[src/hdl/sfl_defines.svh]
// Purpose: Offsets, field positions and reset values for the status flag block
// Assumes: AXI4-Lite register window, 32-bit data
// Notes:   Definitions only
`ifndef SFL_DEFINES_SVH
`define SFL_DEFINES_SVH
// ****************************************
// Flag field positions
// ****************************************
`define SFL_BIT_SIGN      3'd7
`define SFL_BIT_ZERO      3'd6
`define SFL_BIT_HALF      3'd4
`define SFL_BIT_PV        3'd2
`define SFL_BIT_SUB       3'd1
`define SFL_BIT_CARRY     3'd0
`define SFL_USED_MASK     8'hd7
`define SFL_FLAGS_RESET   8'h00
// ****************************************
// Register offsets
// ****************************************
`define SFL_OFF_FLAGS     8'h00
`define SFL_OFF_ALT       8'h04
`define SFL_OFF_OPERAND   8'h08
`define SFL_OFF_COMMAND   8'h0c
`define SFL_OFF_RESULT    8'h10
`define SFL_OFF_COND      8'h14
// ****************************************
// Command word fields
// ****************************************
`define SFL_CMD_OP_LSB    0
`define SFL_CMD_OP_MSB    4
`define SFL_CMD_BIT_LSB   8
`define SFL_CMD_BIT_MSB   10
`define SFL_CMD_ZCNT_BIT  12
`define SFL_CMD_IEC_BIT   13
`define SFL_CMD_REQ_BIT   31
`endif

[src/hdl/sfl_pkg.sv]
// Purpose: Types for the status flag block
// Assumes: Used with sfl_defines.svh
// Notes:   Operation codes are this block's own numbering
package sfl_pkg;
  typedef enum logic [4:0] {
    SFL_OP_NOP        = 5'h00, SFL_OP_ADD        = 5'h01, SFL_OP_ADC        = 5'h02,
    SFL_OP_SUB        = 5'h03, SFL_OP_SBC        = 5'h04, SFL_OP_CMP        = 5'h05,
    SFL_OP_AND        = 5'h06, SFL_OP_OR         = 5'h07, SFL_OP_XOR        = 5'h08,
    SFL_OP_ROTL_CARRY = 5'h09, SFL_OP_ROTR_CARRY = 5'h0a, SFL_OP_CIRCL_ACC  = 5'h0b,
    SFL_OP_CIRCR_ACC  = 5'h0c, SFL_OP_CIRCL_OP   = 5'h0d, SFL_OP_CIRCR_OP   = 5'h0e,
    SFL_OP_ARITH_LSH  = 5'h0f, SFL_OP_ARITH_RSH  = 5'h10, SFL_OP_LOGIC_RSH  = 5'h11,
    SFL_OP_DEC_ADJ    = 5'h12, SFL_OP_CARRY_SET  = 5'h13, SFL_OP_CARRY_INV  = 5'h14,
    SFL_OP_SEARCH     = 5'h15, SFL_OP_COPY       = 5'h16, SFL_OP_PORTIO     = 5'h17,
    SFL_OP_BITTEST    = 5'h18, SFL_OP_INC        = 5'h19, SFL_OP_ACC_LOAD   = 5'h1a,
    SFL_OP_EXCH       = 5'h1b
  } sfl_op_t;
  typedef enum logic [1:0] {
    SFL_RD_IDLE = 2'b00,
    SFL_RD_RESP = 2'b01
  } sfl_rd_state_t;
endpackage

[src/hdl/sfl_status_flags.sv]
// Purpose: Status flag byte, its alternate copy, and the flag arithmetic behind it
// Assumes: One clock aclk at 20 MHz; synchronous active-low reset; AXI4-Lite slave
// Notes:   Software writes operands then a command with bit 31 set; flags update the next edge
// How it works
// - Main and alternate flag bytes are kept, six meaningful bits each.
// - Sign bit 7, zero 6, half 4, parity/overflow 2, subtract 1, carry 0.
// - Only carry, parity/overflow, zero and sign feed branch conditions.
// - Add sets carry on carry out; subtract sets carry on borrow.
// - Decimal adjust sets carry when the upper-digit correction condition holds.
// - Rotate-through-carry on accumulator links carry between byte ends.
// - Circular left rotates and arithmetic left shift load carry from bit 7.
// - Circular right rotates and right shifts load carry from bit 0.
// - AND, OR and XOR always clear carry.
// - Set-carry forces carry high; invert-carry complements it.
// - Subtract flag is 0 for additions, 1 for subtractions.
// - Arithmetic parity/overflow flags signed results outside -128 to +127.
// - Overflow is carry into sign bit XOR carry out of it.
// - Logical results and operand rotates and shifts give parity: 1 for even ones count.
// - Search and copy clear parity/overflow when counter reaches zero.
// - Loads from vector base or refresh counter copy interrupt enable copy.
// - Port input sets parity, zero and sign from the input byte.
// - Half carry marks carry from bit 3 or borrow from bit 4.
// - Zero flag is set when the eight-bit result is zero.
// - Compare sets zero when accumulator equals the pointed memory byte.
// - Bit test loads zero with the inverse of the chosen bit.
// - Block port steps set zero when decremented B reaches zero.
// - Sign copies bit 7 of the result.
//
// Decided for this implementation: the placing of the registers and register access over AXI4-Lite.
`include "sfl_defines.svh"

module sfl_status_flags
  import sfl_pkg::*;
(
  input  wire logic        aclk,
  input  wire logic        aresetn,
  input  wire logic [7:0]  s_axi_awaddr,
  input  wire logic        s_axi_awvalid,
  output logic             s_axi_awready,
  input  wire logic [31:0] s_axi_wdata,
  input  wire logic [3:0]  s_axi_wstrb,
  input  wire logic        s_axi_wvalid,
  output logic             s_axi_wready,
  output logic [1:0]       s_axi_bresp,
  output logic             s_axi_bvalid,
  input  wire logic        s_axi_bready,
  input  wire logic [7:0]  s_axi_araddr,
  input  wire logic        s_axi_arvalid,
  output logic             s_axi_arready,
  output logic [31:0]      s_axi_rdata,
  output logic [1:0]       s_axi_rresp,
  output logic             s_axi_rvalid,
  input  wire logic        s_axi_rready,
  output logic [7:0]       flags_out,
  output logic [3:0]       cond_out
);

  // ****************************************
  // Helpers
  // ****************************************
  function automatic logic even_parity(input logic [7:0] v);
    even_parity = ~^v;
  endfunction

  function automatic logic [9:0] add8(input logic [7:0] a, input logic [7:0] b, input logic ci);
    logic [4:0] lo;
    logic [7:0] lo7;
    logic [8:0] full;
    lo   = {1'b0, a[3:0]} + {1'b0, b[3:0]} + {4'h0, ci};
    lo7  = {1'b0, a[6:0]} + {1'b0, b[6:0]} + {7'h00, ci};
    full = {1'b0, a} + {1'b0, b} + {8'h00, ci};
    // Packed as [9] half carry, [8] signed overflow, [7:0] sum byte
    add8 = {lo[4], lo7[7] ^ full[8], full[7:0]};
  endfunction

  // ****************************************
  // Registers
  // ****************************************
  logic [7:0]  flags_reg;
  logic [7:0]  alt_reg;
  logic [15:0] operand_reg;
  logic [7:0]  result_reg;
  logic [7:0]  flags_next;
  logic [7:0]  result_next;
  logic        cmd_go;
  logic [31:0] cmd_word;

  logic        aw_held;
  logic        w_held;
  logic [7:0]  aw_addr_reg;
  logic [31:0] w_data_reg;
  logic [3:0]  w_strb_reg;

  // ****************************************
  // Write channel
  // ****************************************
  // Address and data are caught separately so the master may offer them in either order
  always_ff @(posedge aclk) begin
    if (!aresetn) begin
      aw_held       <= 1'b0;
      w_held        <= 1'b0;
      aw_addr_reg   <= 8'h00;
      w_data_reg    <= 32'h0000_0000;
      w_strb_reg    <= 4'h0;
      s_axi_awready <= 1'b0;
      s_axi_wready  <= 1'b0;
      s_axi_bvalid  <= 1'b0;
      s_axi_bresp   <= 2'b00;
    end else begin
      s_axi_awready <= !aw_held && !s_axi_awready && !s_axi_bvalid && s_axi_awvalid;
      s_axi_wready  <= !w_held && !s_axi_wready && !s_axi_bvalid && s_axi_wvalid;
      if (s_axi_awvalid && s_axi_awready) begin
        aw_held     <= 1'b1;
        aw_addr_reg <= s_axi_awaddr;
      end
      if (s_axi_wvalid && s_axi_wready) begin
        w_held     <= 1'b1;
        w_data_reg <= s_axi_wdata;
        w_strb_reg <= s_axi_wstrb;
      end
      if (aw_held && w_held && !s_axi_bvalid) begin
        aw_held      <= 1'b0;
        w_held       <= 1'b0;
        s_axi_bvalid <= 1'b1;
        if (aw_addr_reg == `SFL_OFF_FLAGS || aw_addr_reg == `SFL_OFF_ALT ||
            aw_addr_reg == `SFL_OFF_OPERAND || aw_addr_reg == `SFL_OFF_COMMAND) begin
          s_axi_bresp <= 2'b00;
        end else begin
          s_axi_bresp <= 2'b10;
        end
      end else if (s_axi_bvalid && s_axi_bready) begin
        s_axi_bvalid <= 1'b0;
      end
    end
  end

  logic wr_fire;
  assign wr_fire  = aw_held && w_held && !s_axi_bvalid;
  assign cmd_word = w_data_reg;
  assign cmd_go   = wr_fire && aw_addr_reg == `SFL_OFF_COMMAND && w_strb_reg[3] &&
                    cmd_word[`SFL_CMD_REQ_BIT];

  // ****************************************
  // Flag computation
  // ****************************************
  sfl_op_t    op;
  logic [2:0] bit_sel;
  logic [7:0] acc;
  logic [7:0] opb;
  logic [9:0] sum;
  logic       hc;
  logic [7:0] dcor;
  logic [8:0] cy;

  assign op      = sfl_op_t'(cmd_word[`SFL_CMD_OP_MSB:`SFL_CMD_OP_LSB]);
  assign bit_sel = cmd_word[`SFL_CMD_BIT_MSB:`SFL_CMD_BIT_LSB];
  assign acc     = operand_reg[7:0];
  assign opb     = operand_reg[15:8];

  always_comb begin
    flags_next  = flags_reg;
    result_next = result_reg;
    sum         = 10'h000;
    hc          = 1'b0;
    dcor        = 8'h00;
    cy          = 9'h000;
    case (op)
      SFL_OP_ADD, SFL_OP_ADC: begin
        sum = add8(acc, opb, op == SFL_OP_ADC && flags_reg[`SFL_BIT_CARRY]);
        result_next = sum[7:0];
        cy = {1'b0, acc} + {1'b0, opb} + {8'h00, op == SFL_OP_ADC && flags_reg[`SFL_BIT_CARRY]};
        flags_next[`SFL_BIT_CARRY] = cy[8];
        flags_next[`SFL_BIT_HALF] = sum[9];
        flags_next[`SFL_BIT_PV]   = sum[8];
        flags_next[`SFL_BIT_SUB]  = 1'b0;
        flags_next[`SFL_BIT_ZERO] = result_next == 8'h00;
        flags_next[`SFL_BIT_SIGN] = result_next[7];
      end
      SFL_OP_SUB, SFL_OP_SBC, SFL_OP_CMP: begin
        // Subtraction as a + ~b + 1; borrow is the inverse of the carries
        sum = add8(acc, ~opb, !(op == SFL_OP_SBC && flags_reg[`SFL_BIT_CARRY]));
        result_next = acc - opb - {7'h00, op == SFL_OP_SBC && flags_reg[`SFL_BIT_CARRY]};
        cy = {1'b0, acc} - {1'b0, opb} - {8'h00, op == SFL_OP_SBC && flags_reg[`SFL_BIT_CARRY]};
        flags_next[`SFL_BIT_CARRY] = cy[8];
        flags_next[`SFL_BIT_HALF] = !sum[9];
        flags_next[`SFL_BIT_PV]   = sum[8];
        flags_next[`SFL_BIT_SUB]  = 1'b1;
        flags_next[`SFL_BIT_ZERO] = result_next == 8'h00;
        flags_next[`SFL_BIT_SIGN] = result_next[7];
        if (op == SFL_OP_CMP) begin
          result_next = result_reg;
        end
      end
      SFL_OP_AND, SFL_OP_OR, SFL_OP_XOR: begin
        if (op == SFL_OP_AND) begin
          result_next = acc & opb;
        end else if (op == SFL_OP_OR) begin
          result_next = acc | opb;
        end else begin
          result_next = acc ^ opb;
        end
        flags_next[`SFL_BIT_CARRY] = 1'b0;
        flags_next[`SFL_BIT_PV]    = even_parity(result_next);
        flags_next[`SFL_BIT_HALF]  = op == SFL_OP_AND;
        flags_next[`SFL_BIT_SUB]   = 1'b0;
        flags_next[`SFL_BIT_ZERO]  = result_next == 8'h00;
        flags_next[`SFL_BIT_SIGN]  = result_next[7];
      end
      SFL_OP_ROTL_CARRY, SFL_OP_ROTR_CARRY, SFL_OP_CIRCL_ACC, SFL_OP_CIRCR_ACC: begin
        // Accumulator rotates touch only carry, half and subtract
        if (op == SFL_OP_ROTL_CARRY) begin
          result_next = {acc[6:0], flags_reg[`SFL_BIT_CARRY]};
          flags_next[`SFL_BIT_CARRY] = acc[7];
        end else if (op == SFL_OP_ROTR_CARRY) begin
          result_next = {flags_reg[`SFL_BIT_CARRY], acc[7:1]};
          flags_next[`SFL_BIT_CARRY] = acc[0];
        end else if (op == SFL_OP_CIRCL_ACC) begin
          result_next = {acc[6:0], acc[7]};
          flags_next[`SFL_BIT_CARRY] = acc[7];
        end else begin
          result_next = {acc[0], acc[7:1]};
          flags_next[`SFL_BIT_CARRY] = acc[0];
        end
        flags_next[`SFL_BIT_HALF] = 1'b0;
        flags_next[`SFL_BIT_SUB]  = 1'b0;
      end
      SFL_OP_CIRCL_OP, SFL_OP_CIRCR_OP, SFL_OP_ARITH_LSH, SFL_OP_ARITH_RSH, SFL_OP_LOGIC_RSH: begin
        if (op == SFL_OP_CIRCL_OP) begin
          result_next = {acc[6:0], acc[7]};
        end else if (op == SFL_OP_ARITH_LSH) begin
          result_next = {acc[6:0], 1'b0};
        end else if (op == SFL_OP_CIRCR_OP) begin
          result_next = {acc[0], acc[7:1]};
        end else if (op == SFL_OP_ARITH_RSH) begin
          result_next = {acc[7], acc[7:1]};
        end else begin
          result_next = {1'b0, acc[7:1]};
        end
        if (op == SFL_OP_CIRCL_OP || op == SFL_OP_ARITH_LSH) begin
          flags_next[`SFL_BIT_CARRY] = acc[7];
        end else begin
          flags_next[`SFL_BIT_CARRY] = acc[0];
        end
        flags_next[`SFL_BIT_PV]   = even_parity(result_next);
        flags_next[`SFL_BIT_HALF] = 1'b0;
        flags_next[`SFL_BIT_SUB]  = 1'b0;
        flags_next[`SFL_BIT_ZERO] = result_next == 8'h00;
        flags_next[`SFL_BIT_SIGN] = result_next[7];
      end
      SFL_OP_DEC_ADJ: begin
        hc = flags_reg[`SFL_BIT_HALF] || acc[3:0] > 4'h9;
        if (hc) begin
          dcor[3:0] = 4'h6;
        end
        if (flags_reg[`SFL_BIT_CARRY] || acc > 8'h99) begin
          dcor[7:4] = 4'h6;
          flags_next[`SFL_BIT_CARRY] = 1'b1;
        end
        if (flags_reg[`SFL_BIT_SUB]) begin
          result_next = acc - dcor;
          flags_next[`SFL_BIT_HALF] = flags_reg[`SFL_BIT_HALF] && acc[3:0] < 4'h6;
        end else begin
          result_next = acc + dcor;
          flags_next[`SFL_BIT_HALF] = acc[3:0] > 4'h9;
        end
        flags_next[`SFL_BIT_PV]   = even_parity(result_next);
        flags_next[`SFL_BIT_ZERO] = result_next == 8'h00;
        flags_next[`SFL_BIT_SIGN] = result_next[7];
      end
      SFL_OP_CARRY_SET: begin
        flags_next[`SFL_BIT_CARRY] = 1'b1;
        flags_next[`SFL_BIT_HALF]  = 1'b0;
        flags_next[`SFL_BIT_SUB]   = 1'b0;
      end
      SFL_OP_CARRY_INV: begin
        flags_next[`SFL_BIT_CARRY] = !flags_reg[`SFL_BIT_CARRY];
        flags_next[`SFL_BIT_HALF]  = flags_reg[`SFL_BIT_CARRY];
        flags_next[`SFL_BIT_SUB]   = 1'b0;
      end
      SFL_OP_SEARCH: begin
        flags_next[`SFL_BIT_ZERO] = acc == opb;
        flags_next[`SFL_BIT_SIGN] = 8'(acc - opb) >> 7 != 8'h00;
        flags_next[`SFL_BIT_PV]   = !cmd_word[`SFL_CMD_ZCNT_BIT];
        flags_next[`SFL_BIT_SUB]  = 1'b1;
      end
      SFL_OP_COPY: begin
        flags_next[`SFL_BIT_PV]   = !cmd_word[`SFL_CMD_ZCNT_BIT];
        flags_next[`SFL_BIT_HALF] = 1'b0;
        flags_next[`SFL_BIT_SUB]  = 1'b0;
      end
      SFL_OP_PORTIO: begin
        flags_next[`SFL_BIT_ZERO] = acc == 8'h01;
        flags_next[`SFL_BIT_SUB]  = 1'b1;
        result_next = acc - 8'h01;
      end
      SFL_OP_BITTEST: begin
        flags_next[`SFL_BIT_ZERO] = !acc[bit_sel];
        flags_next[`SFL_BIT_HALF] = 1'b1;
        flags_next[`SFL_BIT_SUB]  = 1'b0;
      end
      SFL_OP_INC: begin
        // Port input into a register
        result_next = acc;
        flags_next[`SFL_BIT_PV]   = even_parity(acc);
        flags_next[`SFL_BIT_ZERO] = acc == 8'h00;
        flags_next[`SFL_BIT_SIGN] = acc[7];
        flags_next[`SFL_BIT_HALF] = 1'b0;
        flags_next[`SFL_BIT_SUB]  = 1'b0;
      end
      SFL_OP_ACC_LOAD: begin
        // Accumulator load from vector base or refresh counter
        result_next = acc;
        flags_next[`SFL_BIT_PV]   = cmd_word[`SFL_CMD_IEC_BIT];
        flags_next[`SFL_BIT_ZERO] = acc == 8'h00;
        flags_next[`SFL_BIT_SIGN] = acc[7];
        flags_next[`SFL_BIT_HALF] = 1'b0;
        flags_next[`SFL_BIT_SUB]  = 1'b0;
      end
      default: begin
        flags_next = flags_reg;
      end
    endcase
    flags_next = flags_next & `SFL_USED_MASK;
  end

  // ****************************************
  // Flag storage
  // ****************************************
  always_ff @(posedge aclk) begin
    if (!aresetn) begin
      flags_reg  <= `SFL_FLAGS_RESET;
      alt_reg    <= `SFL_FLAGS_RESET;
      result_reg <= 8'h00;
    end else if (cmd_go && op == SFL_OP_EXCH) begin
      flags_reg <= alt_reg;
      alt_reg   <= flags_reg;
    end else if (cmd_go) begin
      flags_reg  <= flags_next;
      result_reg <= result_next;
    end else if (wr_fire && aw_addr_reg == `SFL_OFF_FLAGS && w_strb_reg[0]) begin
      flags_reg <= w_data_reg[7:0] & `SFL_USED_MASK;
    end else if (wr_fire && aw_addr_reg == `SFL_OFF_ALT && w_strb_reg[0]) begin
      alt_reg <= w_data_reg[7:0] & `SFL_USED_MASK;
    end
  end

  always_ff @(posedge aclk) begin
    if (!aresetn) begin
      operand_reg <= 16'h0000;
    end else if (wr_fire && aw_addr_reg == `SFL_OFF_OPERAND) begin
      if (w_strb_reg[0]) begin
        operand_reg[7:0] <= w_data_reg[7:0];
      end
      if (w_strb_reg[1]) begin
        operand_reg[15:8] <= w_data_reg[15:8];
      end
    end
  end

  // Outputs come from flip-flops one edge after the flag byte
  always_ff @(posedge aclk) begin
    if (!aresetn) begin
      flags_out <= 8'h00;
      cond_out  <= 4'h0;
    end else begin
      flags_out <= flags_reg;
      cond_out  <= {flags_reg[`SFL_BIT_SIGN], flags_reg[`SFL_BIT_ZERO],
                    flags_reg[`SFL_BIT_PV], flags_reg[`SFL_BIT_CARRY]};
    end
  end

  // ****************************************
  // Read channel
  // ****************************************
  sfl_rd_state_t rd_state;

  always_ff @(posedge aclk) begin
    if (!aresetn) begin
      rd_state      <= SFL_RD_IDLE;
      s_axi_arready <= 1'b0;
      s_axi_rvalid  <= 1'b0;
      s_axi_rdata   <= 32'h0000_0000;
      s_axi_rresp   <= 2'b00;
    end else begin
      case (rd_state)
        SFL_RD_IDLE: begin
          s_axi_arready <= s_axi_arvalid && !s_axi_arready;
          if (s_axi_arvalid && s_axi_arready) begin
            s_axi_arready <= 1'b0;
            s_axi_rvalid  <= 1'b1;
            rd_state      <= SFL_RD_RESP;
            s_axi_rresp   <= 2'b00;
            if (s_axi_araddr == `SFL_OFF_FLAGS) begin
              s_axi_rdata <= {24'h000000, flags_reg};
            end else if (s_axi_araddr == `SFL_OFF_ALT) begin
              s_axi_rdata <= {24'h000000, alt_reg};
            end else if (s_axi_araddr == `SFL_OFF_OPERAND) begin
              s_axi_rdata <= {16'h0000, operand_reg};
            end else if (s_axi_araddr == `SFL_OFF_COMMAND) begin
              s_axi_rdata <= 32'h0000_0000;
            end else if (s_axi_araddr == `SFL_OFF_RESULT) begin
              s_axi_rdata <= {24'h000000, result_reg};
            end else if (s_axi_araddr == `SFL_OFF_COND) begin
              s_axi_rdata <= {28'h0000000, flags_reg[`SFL_BIT_SIGN], flags_reg[`SFL_BIT_ZERO],
                              flags_reg[`SFL_BIT_PV], flags_reg[`SFL_BIT_CARRY]};
            end else begin
              s_axi_rdata <= 32'h0000_0000;
              s_axi_rresp <= 2'b10;
            end
          end
        end
        SFL_RD_RESP: begin
          if (s_axi_rready) begin
            s_axi_rvalid <= 1'b0;
            rd_state     <= SFL_RD_IDLE;
          end
        end
        default: begin
          rd_state <= SFL_RD_IDLE;
        end
      endcase
    end
  end
endmodule // sfl_status_flags

[config.mk]
export PLATFORM = sky130hd
export DESIGN_NAME = sfl_status_flags
export DESIGN_NICKNAME = d
export VERILOG_FILES = /design/src/hdl/sfl_pkg.sv /design/src/hdl/sfl_status_flags.sv
export VERILOG_INCLUDE_DIRS = /design/src /design/src/hdl
export SDC_FILE = /design/constraint.sdc
export NUM_CORES = 1
export LEC_CHECK = 0
export BUFFER_PORTS_ARGS = -buffer_cell sky130_fd_sc_hd__buf_4
export CORE_MARGIN = 2
export CORE_UTILIZATION = 40
export DETAILED_ROUTE_END_ITERATION = 16
export PLACE_DENSITY_LB_ADDON = 0.25
export SYNTH_ARGS = -nofsm -noshare
export SYNTH_HDL_FRONTEND = slang
export SYNTH_SLANG_ARGS = --single-unit
[constraint.sdc]
create_clock -name aclk -period 4 [get_ports aclk]
set_input_delay 0.2 -clock aclk [delete_from_list [all_inputs] [get_ports aclk]]
set_output_delay 0.2 -clock aclk [all_outputs]
set_load 0.01 [all_outputs]
==> key figures <==
Status
  – Status: completed

STA
  – Hold Worst Slack: 0.09150 ns
  – Final Hold Viols: 0
  – Fin crit period: ~3.8 ns
  – Final period util: ~95%
  – Worst-margin pin slew: just under 0.8 ns
  – Final setup violation count: 0
  – Crit path setup slack, layout: around 0.22 ns
  – Normalized max-slew margin: 47.70%
  – Max Freq: between 200 and 300 MHz
  – Final Skew: just over 0.01 ns
  – TNS Setup: 0 ns
  – Final Max Tran Viols: 0

Cells and area
  – Filler Cell Count: slightly above 2,000
  – Commonest non-fill, non-tap cell in the layout: nand2_1
  – P&R area growth vs syn: 14.18%
  – Largest register FFs: 17
  – Commonest non-fill, non-tap cells in the layout: 123 x nand2_1, 119 x buf_4, 99 x a21oi_1, 98 x dfxtp_1, 95 x nor2_1
  – Finished Cell Area: ~0.0096 mm^2
  – Nets: 1,279
  – Register area: a little over 0.002 mm^2
  – Share of cells above drive strength 1: about 17%
  – Multi-input gate area: roughly 0.0058 mm^2
  – ANT cells: 0

Setup path
  – Kind of critical path: reg -> reg
  – Worst-path maximum fanout: 4
  – Crit path max-delay family: adder cells
  – CP Launch Type: register
  – Crit path depth: 21
  – Worst Path Required: between 4 and 5 ns
  – CP max-delay cell: or3_4
  – Critical Path Sink Type: register
  – WP buf/inv: 3
  – CP peak stage delay: around 0.39 ns
  – CP arrival: between 4 and 5 ns
  – Worst path cell trace: inv_1 -> ha_2 -> nor2b_4 -> o21ai_0 -> buf_4 -> nand2b_1 -> ha_4 -> inv_1 -> o21ai_1 -> ha_1 -> a21o_1 -> or3_4 -> nand2_4 -> ha_4 -> xnor2_2 -> xnor2_1 -> o22ai_1 -> nor2_1 -> o221ai_1 -> a21oi_1 -> o21ai_1
  – Reg2reg path depth: 21

Global routing
  – Largest net degree at the start of global routing: 43
  – Vias in the first global route: between 7,000 and 8,000
  – First-pass GRT wire length: approximately 44,000 um
  – Total GRT Usage: 25.90%
  – Initial antenna violation count: 0
  – Grt ovf: 0

Floorplanning
  – # IOs: 112
  – Die Width: about 150 um
  – # rows: 52
  – Total Die Area: 0.02209 mm^2
  – Die Y-Extent: ~150 um
  – Starting density of the core: ~41%
  – Placeable Area: approximately 0.020 mm^2

Drt
  – DR iter-0 viols: around 690
  – Metal-1 WL: 12,530 um
  – DR WL met3: about 2400 um
  – DR WL/cell: roughly 20 um
  – Routed via count: approximately 8,200
  – Residual DRC: 0
  – Via-to-Cell Ratio: 5.792
  – Routed wire length: between 20,000 and 30,000 um
  – Post-route ant nets: 0
  – Highest routed layer: met4
  – Detail Route met2 WL: ~13,000 um
  – Router iterations before antenna repair: 5

Synth
  – FFs w/ async S/R, synth: 0%
  – Netlist cell types: 93
  – Primary FF master, synth: dfxtp_1
  – Mapped cell area: between 0.008 and 0.009 mm^2
  – Yosys warns: 0
  – Post-synth EDFFs: 0
  – Seq/Total Area, Yosys: 24.17%
  – Cells after synthesis: around 1,100
  – Syn Area/Cell: 7.682 um^2
  – Number of synthesized register bits: 101

Hold path
  – Min-delay worst type: in -> reg
  – Hold path cells: 3

Clocking
  – Clock latency on the worst-skew pair: roughly 0.35 ns
  – Worst-path clk slew: ~0.07 ns
  – CTS Buf Count: 9
  – H-tree depth: 3
  – CTS max path bufs: 2
  – Root Driver: clkbuf_16
  – CTS tree: built
  – CTS sink cnt: 101

Power
  – Switch share: between 20% and 30%
  – Reg power frac: roughly 50%
  – Net Sw Power: between 0.0005 and 0.0006 W
  – Leakage Power: 3.746 nW
  – Pint: approximately 0.0015 W
  – Power Density: between 200 and 250 mW/mm^2
  – Power Total: 0.002078 W
  – Comb pwr share: about a tenth
  – Clock share of power: 39.4%
  – VDD IR-drop max: between 200 and 250 uV

Place
  – Post-Place Worst Slack: between 0.06 and 0.07 ns
  – DP HPWL: approximately 22,000 um
  – Dpl cell area: around 0.0092 mm^2
  – Routability Congestion: about 0.99
  – I/O Buffers: just under 80

Run
  – Max Cap Viol: 0
-- stage by stage --
stage | std cells | util, %
after floorplan | 1106 | -
after CTS | 1418 | 46.34
after detailed placement | 1402 | 45.00
final | 1419 | 46.90
after global routing | 1419 | 46.90
after global placement | 1402 | 45.00
-- cells in the mapped netlist (all sizes together), types with 4 or more instances --
library cell,n,area (um^2)
nand3,33,165.2
and4,6,52.55
o31ai,5,42.54
a211oi,16,125.1
nand2,124,465.5
and3,10,67.56
nand3b,5,41.29
nor3,19,120.1
dfxtp,101,2022
fa,4,80.08
nand2b,14,95.09
nor3b,4,41.29
o2111ai,5,43.79
buf,49,331.6
and2,20,125.1
nor2,97,366.6
nor4,11,81.32
o22ai,8,50.05
mux2,5,56.30
o211ai,12,90.09
a31oi,16,106.4
nand4,8,50.05
xor2,11,96.34
a221oi,9,85.08
a2111oi,5,58.81
nor2b,19,118.9
inv,46,172.7
a21o,7,52.55
a22oi,13,97.59
or3,4,25.02
o21ai,69,360.3
nor4b,4,41.29
and3b,4,35.03
xnor2,26,227.7
a211o,4,35.03
mux2i,24,240.2
a21oi,100,500.5
o21a,4,30.03
clkbuf,43,161.4
ha,72,900.9
-- logic make-up after synthesis --
group,count (synthesis),share of synthesized area (%)
AO/OA/AOI/OAI,311,24.44
XOR/XNOR,37,3.874
adder cells (fa/ha/maj),77,11.85
other,1,0.04483
multiplexers,31,4.083
buffers and inverters,140,8.046
flip-flops,101,24.17
AND/OR/NAND/NOR,391,23.50
-- worst paths after layout --
| check | from | to | slack, ns |
|---|---|---|---|
| setup reg to reg | operand_reg[2] | flags_reg[2] | 0.22 |
| hold / removal | s_axi_wdata[14] | cmd_word[14] | 0.09 |
| hold reg to reg | w_strb_reg[1] | w_strb_reg[1] | 0.46 |
| setup / recovery | operand_reg[2] | flags_reg[2] | 0.22 |
-- power by group through the flow --
stage               clock, W  sequential [W]  combinational, W
finish              0.000819         0.00104          0.000221
floorplan                  0         0.00106          0.000148
global route        0.000885         0.00104          0.000243
detailed placement         0         0.00106          0.000218
CTS                 0.000846         0.00104          0.000219
global placement           0         0.00106          0.000219
-- final cells by class --
class / count / share of cell area, %
multi-input cells: 865 / 61.16
flip-flops and latches: 101 / 21.21
repair buffers: 119 / 9.353
well taps: 270 / 3.537
clock buffers: 10 / 2.397
inverters: 48 / 1.886
clock inverters: 6 / 0.4585
-- per-layer routing --
| layer | vias up | global-route usage (%) |
|---|---|---|
| met5 | - | 0 |
| met4 | 0 | 8.619 |
| met3 | 54 | 6.472 |
| met2 | 325 | 39.86 |
| met1 | 3859 | 35.49 |
| li1 | 3981 | - |
-- what timing repair did --
item / in CTS / in global routing
hold buffers: 0 / 0
endpoints found under the setup margin: 0 / 2
buffers inserted: 0 / 1
gates resized for setup: 0 / 29
-- worst min-delay path, cell delays in order --
cell and delay [ns]:
buf_4 0.11, nand2_1 0.04, a21oi_1 0.05
(Power assumes the default switching activity.)
